[src/pcm_consts.vh]
`ifndef PCM_CONSTS_VH
`define PCM_CONSTS_VH

// Model-register indices.
`define PCM_IDX_CB_ADDR 32'hc0000106
`define PCM_IDX_FEAT_CFG 32'hc0000105

// Feature-configuration field positions.
`define PCM_CFG_ALLOW_LO 1
`define PCM_CFG_ALLOW_HI 6
`define PCM_CFG_FREE_RUN 29
`define PCM_CFG_STAMP 30
`define PCM_CFG_THR_IRQ 31
`define PCM_CFG_TAG_LO 32
`define PCM_CFG_TAG_HI 39
`define PCM_CFG_VEC_LO 40
`define PCM_CFG_VEC_HI 47

// Writable bits of the feature-configuration register; all others are reserved.
`define PCM_CFG_WMASK 64'h0000_ffff_e000_007e

// Reset values.
`define PCM_CFG_RESET 64'h0000_0000_0000_0000
`define PCM_CB_RESET 64'h0000_0000_0000_0000
`define PCM_RDATA_IDLE 64'h0000_0000_0000_0000

`endif

[src/pcm_cfg_fields.v]
`timescale 1ns/1ns
`include "pcm_consts.vh"

module pcm_cfg_fields #(
    parameter STAMP_PRESENT = 1
) (
    core_clk,
    sys_rst,
    cfg,
    active,
    event_allow,
    free_running_mode_enable,
    stamp_counter_store_enable,
    threshold_irq_allow,
    core_tag,
    threshold_vector
);
    input wire core_clk;
    input wire sys_rst;
    input wire [63:0] cfg;
    input wire active;
    output reg [5:0] event_allow;
    output reg free_running_mode_enable;
    output reg stamp_counter_store_enable;
    output reg threshold_irq_allow;
    output reg [7:0] core_tag;
    output reg [7:0] threshold_vector;

    wire stamp_avail;

    assign stamp_avail = (STAMP_PRESENT != 0);

    // -------------------------------------------------------------------
    // Field decode, each enable gated by an active control block; core_tag and threshold_vector are not gated.
    // -------------------------------------------------------------------
    always @(posedge core_clk or posedge sys_rst) begin
        if (sys_rst) begin
            event_allow <= 6'h00;
            free_running_mode_enable <= 1'b0;
            stamp_counter_store_enable <= 1'b0;
            threshold_irq_allow <= 1'b0;
            core_tag <= 8'h00;
            threshold_vector <= 8'h00;
        end else begin
            event_allow <= cfg[`PCM_CFG_ALLOW_HI:`PCM_CFG_ALLOW_LO] & {6{active}};
            free_running_mode_enable <= cfg[`PCM_CFG_FREE_RUN] & active;
            stamp_counter_store_enable <= cfg[`PCM_CFG_STAMP] & stamp_avail & active;
            threshold_irq_allow <= cfg[`PCM_CFG_THR_IRQ] & active;
            core_tag <= cfg[`PCM_CFG_TAG_HI:`PCM_CFG_TAG_LO];
            threshold_vector <= cfg[`PCM_CFG_VEC_HI:`PCM_CFG_VEC_LO];
        end
    end

endmodule // pcm_cfg_fields

[src/pcm_profiler_msrs.v]
// Operation
// - Bit 29 permits free-running mode; clear forces synchronized mode.
// - Bit 30 stores stamp counter in event records when counter exists.
// - Bit 31 gates threshold interrupts; clear means none raised.
// - Bits 39:32 give the core tag copied into event records.
// - Bits 47:40 give threshold interrupt vector; software programs it validly.
// - Index C000_0106h holds the control block linear address.
// - Reading the address register only returns it, no side effects.
// - Non-zero write to address register faults and leaves it unchanged.
// - Writing zero disables profiling at once, discarding internal state unsaved.
// - Control block accesses use the stored linear address, no segment base.
// - Address register resets to zero, so profiling starts disabled.
// - Whole feature-configuration register resets to zero.
// - Bits 1 to 6 individually permit the six event kinds.
// - Profiler unavailable, instructions fault undefined, while mask bit 62 clear.
`timescale 1ns/1ns
`include "pcm_consts.vh"

module pcm_profiler_msrs #(
    parameter STAMP_PRESENT = 1
) (
    core_clk,
    sys_rst,
    msr_rd_req,
    msr_wr_req,
    msr_index,
    msr_wdata,
    msr_ack,
    msr_rdata,
    general_protection_fault,
    cb_load_req,
    cb_load_addr,
    profiler_avail_bit,
    profiler_instr_req,
    undefined_op_fault,
    profiler_active,
    state_discard,
    profile_control_block_addr,
    event_allow,
    free_running_mode_enable,
    stamp_counter_store_enable,
    threshold_exceeded,
    threshold_irq,
    threshold_vector,
    core_tag
);
    input wire core_clk;
    input wire sys_rst;
    input wire msr_rd_req;
    input wire msr_wr_req;
    input wire [31:0] msr_index;
    input wire [63:0] msr_wdata;
    output reg msr_ack;
    output reg [63:0] msr_rdata;
    output reg general_protection_fault;
    input wire cb_load_req;
    input wire [63:0] cb_load_addr;
    input wire profiler_avail_bit;
    input wire profiler_instr_req;
    output reg undefined_op_fault;
    output wire profiler_active;
    output reg state_discard;
    output reg [63:0] profile_control_block_addr;
    output wire [5:0] event_allow;
    output wire free_running_mode_enable;
    output wire stamp_counter_store_enable;
    input wire threshold_exceeded;
    output reg threshold_irq;
    output wire [7:0] threshold_vector;
    output wire [7:0] core_tag;

    reg [63:0] feat_cfg_r;
    reg [63:0] feat_cfg_nxt;
    reg [63:0] cb_addr_r;
    reg [63:0] cb_addr_nxt;
    reg [63:0] rdata_nxt;
    reg fault_nxt;
    reg discard_nxt;
    wire hit_cb;
    wire hit_cfg;
    wire any_req;
    wire rd_only;
    wire wr_cfg;
    wire wr_cb;
    wire wr_cb_zero;
    wire rd_cfg;
    wire rd_cb;
    wire unmapped;
    wire load_take;
    wire threshold_irq_allow;

    // -------------------------------------------------------------------
    // Request decode.
    // -------------------------------------------------------------------
    assign hit_cb = (msr_index == `PCM_IDX_CB_ADDR);
    assign hit_cfg = (msr_index == `PCM_IDX_FEAT_CFG);
    assign any_req = msr_rd_req | msr_wr_req;

    // A write raised together with a read wins; the read is then not served.
    assign rd_only = msr_rd_req & ~msr_wr_req;
    assign wr_cfg = msr_wr_req & hit_cfg;
    assign wr_cb = msr_wr_req & hit_cb;
    assign wr_cb_zero = wr_cb & (msr_wdata == `PCM_CB_RESET);
    assign rd_cfg = rd_only & hit_cfg;
    assign rd_cb = rd_only & hit_cb;
    assign unmapped = any_req & ~hit_cb & ~hit_cfg;

    // A register request in the same cycle wins, and the load is lost.
    assign load_take = cb_load_req & profiler_avail_bit & ~any_req;

    // Profiling runs only with a non-zero block address and the feature made available.
    assign profiler_active = profiler_avail_bit & (cb_addr_r != `PCM_CB_RESET);

    // -------------------------------------------------------------------
    // Feature-configuration register.
    // -------------------------------------------------------------------
    always @* begin
        feat_cfg_nxt = feat_cfg_r;
        if (wr_cfg) begin
            feat_cfg_nxt = msr_wdata & `PCM_CFG_WMASK;
        end
    end

    always @(posedge core_clk or posedge sys_rst) begin
        if (sys_rst) begin
            feat_cfg_r <= `PCM_CFG_RESET;
        end else begin
            feat_cfg_r <= feat_cfg_nxt;
        end
    end

    // -------------------------------------------------------------------
    // Control-block address register.
    // -------------------------------------------------------------------
    // A non-zero write never reaches the register; only the load port sets an address.
    always @* begin
        cb_addr_nxt = cb_addr_r;
        if (wr_cb_zero) begin
            cb_addr_nxt = `PCM_CB_RESET;
        end else if (load_take) begin
            cb_addr_nxt = cb_load_addr;
        end
    end

    always @(posedge core_clk or posedge sys_rst) begin
        if (sys_rst) begin
            cb_addr_r <= `PCM_CB_RESET;
            profile_control_block_addr <= `PCM_CB_RESET;
        end else begin
            cb_addr_r <= cb_addr_nxt;
            profile_control_block_addr <= cb_addr_r;
        end
    end

    // -------------------------------------------------------------------
    // Register-port response.
    // -------------------------------------------------------------------
    always @* begin
        rdata_nxt = msr_rdata;
        fault_nxt = 1'b0;
        discard_nxt = 1'b0;
        if (wr_cb) begin
            fault_nxt = ~wr_cb_zero;
            discard_nxt = wr_cb_zero;
        end
        if (rd_cfg) begin
            rdata_nxt = feat_cfg_r;
        end else if (rd_cb) begin
            rdata_nxt = cb_addr_r;
        end
        if (unmapped) begin
            fault_nxt = 1'b1;
            if (rd_only) begin
                rdata_nxt = `PCM_RDATA_IDLE;
            end
        end
    end

    always @(posedge core_clk or posedge sys_rst) begin
        if (sys_rst) begin
            msr_ack <= 1'b0;
            msr_rdata <= `PCM_RDATA_IDLE;
            general_protection_fault <= 1'b0;
            state_discard <= 1'b0;
        end else begin
            msr_ack <= any_req;
            msr_rdata <= rdata_nxt;
            general_protection_fault <= fault_nxt;
            state_discard <= discard_nxt;
        end
    end

    // -------------------------------------------------------------------
    // Fault and interrupt outputs.
    // -------------------------------------------------------------------
    // A zero write in the same cycle suppresses the interrupt, as the state is gone.
    always @(posedge core_clk or posedge sys_rst) begin
        if (sys_rst) begin
            undefined_op_fault <= 1'b0;
            threshold_irq <= 1'b0;
        end else begin
            undefined_op_fault <= profiler_instr_req & ~profiler_avail_bit;
            threshold_irq <= threshold_exceeded & threshold_irq_allow & ~discard_nxt;
        end
    end

    // -------------------------------------------------------------------
    // Field decode.
    // -------------------------------------------------------------------
    pcm_cfg_fields #(
        .STAMP_PRESENT(STAMP_PRESENT)
    ) u_fields (
        .core_clk(core_clk),
        .sys_rst(sys_rst),
        .cfg(feat_cfg_r),
        .active(profiler_active),
        .event_allow(event_allow),
        .free_running_mode_enable(free_running_mode_enable),
        .stamp_counter_store_enable(stamp_counter_store_enable),
        .threshold_irq_allow(threshold_irq_allow),
        .core_tag(core_tag),
        .threshold_vector(threshold_vector)
    );

endmodule // pcm_profiler_msrs

[config.mk]
export PLATFORM = sky130hd
export DESIGN_NAME = pcm_profiler_msrs
export DESIGN_NICKNAME = d
export VERILOG_FILES = /design/src/pcm_cfg_fields.v /design/src/pcm_profiler_msrs.v
export VERILOG_INCLUDE_DIRS = /design/src
export SDC_FILE = /design/constraint.sdc
export NUM_CORES = 1
export LEC_CHECK = 0
export BUFFER_PORTS_ARGS = -buffer_cell sky130_fd_sc_hd__buf_2
export CORE_ASPECT_RATIO = 1.4
export CORE_UTILIZATION = 55
export CTS_BUF_LIST = sky130_fd_sc_hd__clkbuf_2 sky130_fd_sc_hd__clkbuf_4 sky130_fd_sc_hd__clkbuf_8
export CTS_CLUSTER_DIAMETER = 200
export DETAILED_ROUTE_END_ITERATION = 6
export PLACE_DENSITY = 0.94
export SYNTH_ARGS = -nofsm -noshare
export SYNTH_HDL_FRONTEND = slang
export SYNTH_HIERARCHICAL = 1
export SYNTH_SLANG_ARGS = --single-unit
[constraint.sdc]
create_clock -name core_clk -period 17 [get_ports core_clk]
set_input_delay 1.7 -clock core_clk [delete_from_list [all_inputs] [get_ports core_clk]]
set_output_delay 1.7 -clock core_clk [all_outputs]
set_load 0.03 [all_outputs]
==> results_dict.tcl, run 1 <==
set metrics [dict create \
    status "complete, no violations" \
    clockBufferDepth 3 \
    final_common_cell "buf_2" \
    powerDensity_mw_per_mm2 124.5 \
    io_buffer_count 325 \
    pin_count 326 \
    dpl.hpwl_mm 16.84 \
    endpoint_kind "output pin" \
    final_cell_mix "325 x buf_2, 247 x dfrtp_1, 71 x nor2_1" \
    arrival_ns 2.59 \
    skew_ns 0.01827 \
    cap_viol_max_count 0 \
    wl_mm 24.90 \
    syn_nets 785 \
    die_area_mm2 0.01675 \
    relSlewSlack 0.2899 \
    clock.fmax_ghz 0.2330 \
    finalCriticalPeriod_ns 4.292 \
    pwr-share-comb 0.138 \
    dr.pass1.iters 4 \
    clkTransAtPathRegs_ns 0.06 \
    required_ns 15.30 \
    crit_fanout 10 \
    core_mm2 0.01574 \
    post_cts_resized 0 \
    tightest_slew_ns 1.065 \
    postRouteAntennaNets 0 \
    critPathLaunchType "input pin" \
    clkLatencyLatePin_ns 0.49 \
    htreeDepth 2 \
    drcViolationCount 0 \
    met1_usage 0.3596 \
    power_switching_mw 0.4149 \
    netlist_area_mm2 0.008929 \
    period_share 0.2525 \
    cts.sinks 247 \
    dp_slack_ns 12.75 \
    worst_path_most_repeated_cell "buf_2" \
    hold_viol_final 0 \
    cellInternalPower_mw 1.011 \
    grt-ovfl-total 0 \
    syn_avg_cell_area_um2 14.47 \
    peakVddDrop_mv 0.08094 \
    synthToLayoutAreaGrowth_pct 28.20 \
    setup_viol 0 \
    drt_iter0_drc 355 \
    grt_setup_unrepaired "no" \
    switching_share 0.2910 \
    wire_per_inst_um 21.03 \
    die_width_um 109.7 \
    initial_core_util 0.5672 \
    critPathMaxStageDelay_ns 0.46 \
    vias 6658 \
    cp_slowest_cell "o41a_1" \
    finalMaxSlewViolations 0 \
    met3_usage 0.05646 \
    gp_congestion 0.8524 \
    rows 54 \
    cp_cell_sequence "buf_2 > o41a_1 > buf_2" \
    hold_path_class "reg -> reg" \
    drive_gt1_frac 0.4191 \
    met2_usage 0.5049 \
    cts_made_buffers 37 \
    p_clk_frac 0.364 \
    cts_setup_buffers 0 \
    cts-root-buf "clkbuf_8" \
    fillCellCount 1035 \
    syn_inst 617 \
    p_leak_nw 5.989 \
    grt_max_degree 142 \
    setup_tns_ns 0 \
    fin_ws_ns 12.71 \
    grt_pass1_vias 7177 \
    layout.nets 1123 \
    grt_usage 0.3066 \
    antenna_found_initial 5 \
    holdWs_ns 0.4073 \
    busiest_layer "met2" \
    cts_tree "built" \
    vias_per_cell 5.623 \
    synth_warnings 6 \
    critPathKind "in -> out" \
    seq_power_share 0.498 \
    die_h_um 152.8 \
    grt_pass1_wl_mm 38.34 \
    hold_buffers 0 \
]
-- cell type report --
| class | count | area (um2) | area share |
|---|---|---|---|
| diodes | 5 | 12.51 | 0.001093 |
| clock buffers | 61 | 752.0 | 0.06570 |
| clock inverters | 6 | 61.31 | 0.005356 |
| inverters | 4 | 22.52 | 0.001968 |
| multi-input cells | 334 | 2500 | 0.2184 |
| flip-flops and latches | 247 | 6181 | 0.5400 |
| well taps | 196 | 245.2 | 0.02143 |
| repair buffers | 331 | 1672 | 0.1460 |
-- state kept, by name, indices dropped and copies added (netlist names) --
| signal | count |
|---|---|
| cb_addr_r | 64 |
| feat_cfg_r | 25 |
| general_protection_fault | 1 |
| msr_ack | 1 |
| msr_rdata | 64 |
| profile_control_block_addr | 64 |
| state_discard | 1 |
| threshold_irq | 1 |
| u_fields/core_tag | 8 |
| u_fields/event_allow | 6 |
| u_fields/free_running_mode_enable | 1 |
| u_fields/stamp_counter_store_enable | 1 |
| u_fields/threshold_irq_allow | 1 |
| u_fields/threshold_vector | 8 |
| undefined_op_fault | 1 |
-- path summary, 6_finish.rpt --
path	slack [ns]	depth (start not counted)	from	end
setup reg to reg	14.85	4	cb_addr_r[17]	u_fields/event_allow[5]
setup / recovery	12.71	3	profiler_avail_bit	profiler_active
hold reg to reg	0.41	0	feat_cfg_r[33]	u_fields/core_tag[1]
hold / removal	0.41	0	feat_cfg_r[33]	u_fields/core_tag[1]
min in group asynchronous	1.37	2	sys_rst	feat_cfg_r[39]
max in group asynchronous	13.93	3	sys_rst	cb_addr_r[54]
-- worst max-delay path, delay by kind of cell --
kind / cells / cell delay [ns]
buf+inv: 2 / 0.42
compound gates: 1 / 0.46
-- metal layers --
metal  up-vias  share of wire
li1       2906              -
met1      3246           0.35
met2       382           0.51
met3       122          0.065
met4         2          0.070
met5         -        0.00032
-- power by group through the flow --
stage | registers [mW] | clock network (mW) | logic (mW)
3_3_place_gp | 0.714 | 0 | 0.189
3_5_place_dp | 0.718 | 0 | 0.196
2_1_floorplan | 0.772 | 0 | 0.0491
5_1_grt | 0.717 | 0.551 | 0.211
6_report | 0.709 | 0.519 | 0.197
4_1_cts | 0.708 | 0.527 | 0.198
-- metrics by stage --
step	std cells	area, um2	total power [mW]	utilization
floorplan	617	8929	0.8213	-
global placement	1112	10620	0.9033	0.6746
detailed placement	1112	10620	0.9143	0.6746
CTS	1179	11430	1.434	0.7263
global route	1183	11440	1.479	0.7269
finish	1184	11450	1.425	0.7271
(Power assumes the default switching activity.)
==> run 2, diff against run 1 <==
--- a/config.mk
+++ b/config.mk
@@ -8,11 +8,11 @@
 export LEC_CHECK = 0
 export BUFFER_PORTS_ARGS = -buffer_cell sky130_fd_sc_hd__buf_2
 export CORE_ASPECT_RATIO = 1.4
-export CORE_UTILIZATION = 55
+export CORE_UTILIZATION = 51
 export CTS_BUF_LIST = sky130_fd_sc_hd__clkbuf_2 sky130_fd_sc_hd__clkbuf_4 sky130_fd_sc_hd__clkbuf_8
 export CTS_CLUSTER_DIAMETER = 200
 export DETAILED_ROUTE_END_ITERATION = 6
-export PLACE_DENSITY = 0.94
+export PLACE_DENSITY = 0.88
 export SYNTH_ARGS = -nofsm -noshare
 export SYNTH_HDL_FRONTEND = slang
 export SYNTH_HIERARCHICAL = 1
==> constraint.sdc (replaced) <==
create_clock -name core_clk -period 4.1 [get_ports core_clk]
set_input_delay 0.41 -clock core_clk [delete_from_list [all_inputs] [get_ports core_clk]]
set_output_delay 0.41 -clock core_clk [all_outputs]
set_load 0.03 [all_outputs]
==> run 2 against run 1 <==
Flip-flop and latch count unchanged. Worst hold slack got worse by 0.32 ns. Utilization decreased by 4.5 points. Sequential share of layout area decreased by 0.60 points. Sequential power increased to 4.1 times the previous value. Final area increased by 1.1%. Clock power increased to 4.2 times the previous value. Clock skew about the same. Cell count increased by 3.0%.
==> results_dict.tcl, run 2 (synthesis results as in run 1) <==
set metrics [dict create \
    die_h_um 158.6 \
    grt_setup_unrepaired "no" \
    skew_ns 0.01785 \
    dr.pass1.iters 4 \
    period_share 0.7156 \
    cap_viol_max_count 0 \
    core_mm2 0.01696 \
    required_ns 3.69 \
    postRouteAntennaNets 0 \
    drt_iter0_drc 394 \
    cts_tree "built" \
    critPathKind "reg -> out" \
    hold_viol_final 0 \
    powerDensity_mw_per_mm2 512.0 \
    grt_usage 0.2657 \
    utilization 0.6826 \
    cts_setup_buffers 0 \
    wire_per_inst_um 19.58 \
    cts_made_buffers 37 \
    hold_buffers 0 \
    final_common_cell "buf_2" \
    grt_max_degree 125 \
    finalMaxSlewViolations 0 \
    dpl.hpwl_mm 16.82 \
    clkTransAtPathRegs_ns 0.07 \
    regToRegSetupSlack_ns 1.99 \
    initial_core_util 0.5266 \
    antenna_found_initial 6 \
    endpoint_kind "output pin" \
    final_cell_mix "325 x buf_2, 247 x dfrtp_1, 71 x nor2_1" \
    htreeDepth 2 \
    cts-root-buf "clkbuf_8" \
    layout.nets 1126 \
    pin_count 326 \
    finalCriticalPeriod_ns 2.934 \
    vias_per_cell 5.307 \
    vias 6474 \
    crit_fanout 10 \
    die_width_um 113.8 \
    critPathLaunchType "flop" \
    p_leak_nw 6.018 \
    post_cts_resized 0 \
    hold_path_class "in -> async" \
    status "complete, no violations" \
    rows 56 \
    arrival_ns 2.52 \
    drive_gt1_frac 0.4197 \
    grt_pass1_vias 6740 \
    cts.sinks 247 \
    r2r-start "cb_addr_r[37]" \
    r2r_end "u_fields/event_allow[2]" \
    clockBufferDepth 3 \
    setup_viol 0 \
    synthToLayoutAreaGrowth_pct 29.62 \
    io_buffer_count 325 \
    clock.fmax_ghz 0.3409 \
    reg2reg_depth 4 \
    peakVddDrop_mv 0.3927 \
    grt_pass1_wl_mm 36.11 \
    setup_tns_ns 0 \
    clkLatencyLatePin_ns 0.50 \
    tightest_slew_ns 1.032 \
    gp_congestion 0.8267 \
    drcViolationCount 0 \
    wl_mm 23.88 \
    grt-ovfl-total 0 \
    die_area_mm2 0.01805 \
    largestRegisters "cb_addr_r x64, msr_rdata x64, profile_control_block_addr x64" \
    relSlewSlack 0.3113 \
]
[run 2: power by group]
| part | internal [mW] | total [mW] | switching [mW] |
|---|---|---|---|
| combinational | 0.250 | 0.804 | 0.553 |
| sequential | 2.72 | 2.94 | 0.221 |
| clock | 1.28 | 2.18 | 0.907 |
[run 2: how the worst max path moves through the flow]
stage          cells after the start         endpoint     startpoint  slack (ns)
2_1_floorplan                      1     cb_addr_r[0]        sys_rst        0.79
6_report                           4  profiler_active  cb_addr_r[37]        1.17
4_1_cts                            4  profiler_active  cb_addr_r[37]        1.08
3_5_place_dp                       7    cb_addr_r[58]  msr_wdata[35]        1.11
3_3_place_gp                       7    cb_addr_r[15]  msr_wdata[35]        1.16
5_1_grt                            4  profiler_active  cb_addr_r[37]        1.01
[run 2: routing by layer]
metal / wire [um] / vias to the layer above / GRT usage
li1: - / 2911 / -
met1: 8792 / 3200 / 0.3100
met2: 12480 / 300 / 0.4713
met3: 1598 / 59 / 0.05139
met4: 984 / 4 / 0.1280
met5: 27 / - / 0
[run 2: layout make-up]
class | instances | area, um2
diodes | 4 | 10.01
repair buffers | 334 | 1744
flip-flops and latches | 247 | 6181
clock inverters | 7 | 87.58
clock buffers | 58 | 742.0
fillers | 1233 | 5383
inverters | 4 | 18.77
well taps | 232 | 290.3
multi-input cells | 334 | 2500
[run 2: critical path: stages, from the launching register on]
cell and delay, ns:
dfrtp_1 0.43, nor4_1 0.47, nand4_1 0.20, o41a_1 0.65
buf_2 0.27
[run 2: per-stage QoR]
stage | total power [mW] | hold slack, ns | cell area, um2 | std cells | setup WS [ns]
6_report | 5.925 | 0.08679 | 11570 | 1220 | 1.166
5_1_grt | 6.160 | 0.1029 | 11570 | 1220 | 1.014
4_1_cts | 5.970 | 0.1095 | 11560 | 1216 | 1.083
3_5_place_dp | 3.788 | 0.3875 | 10730 | 1151 | 1.113
3_3_place_gp | 3.758 | 0.3865 | 10730 | 1151 | 1.156
2_1_floorplan | 3.406 | 0.3671 | 8932 | 617 | 0.7939
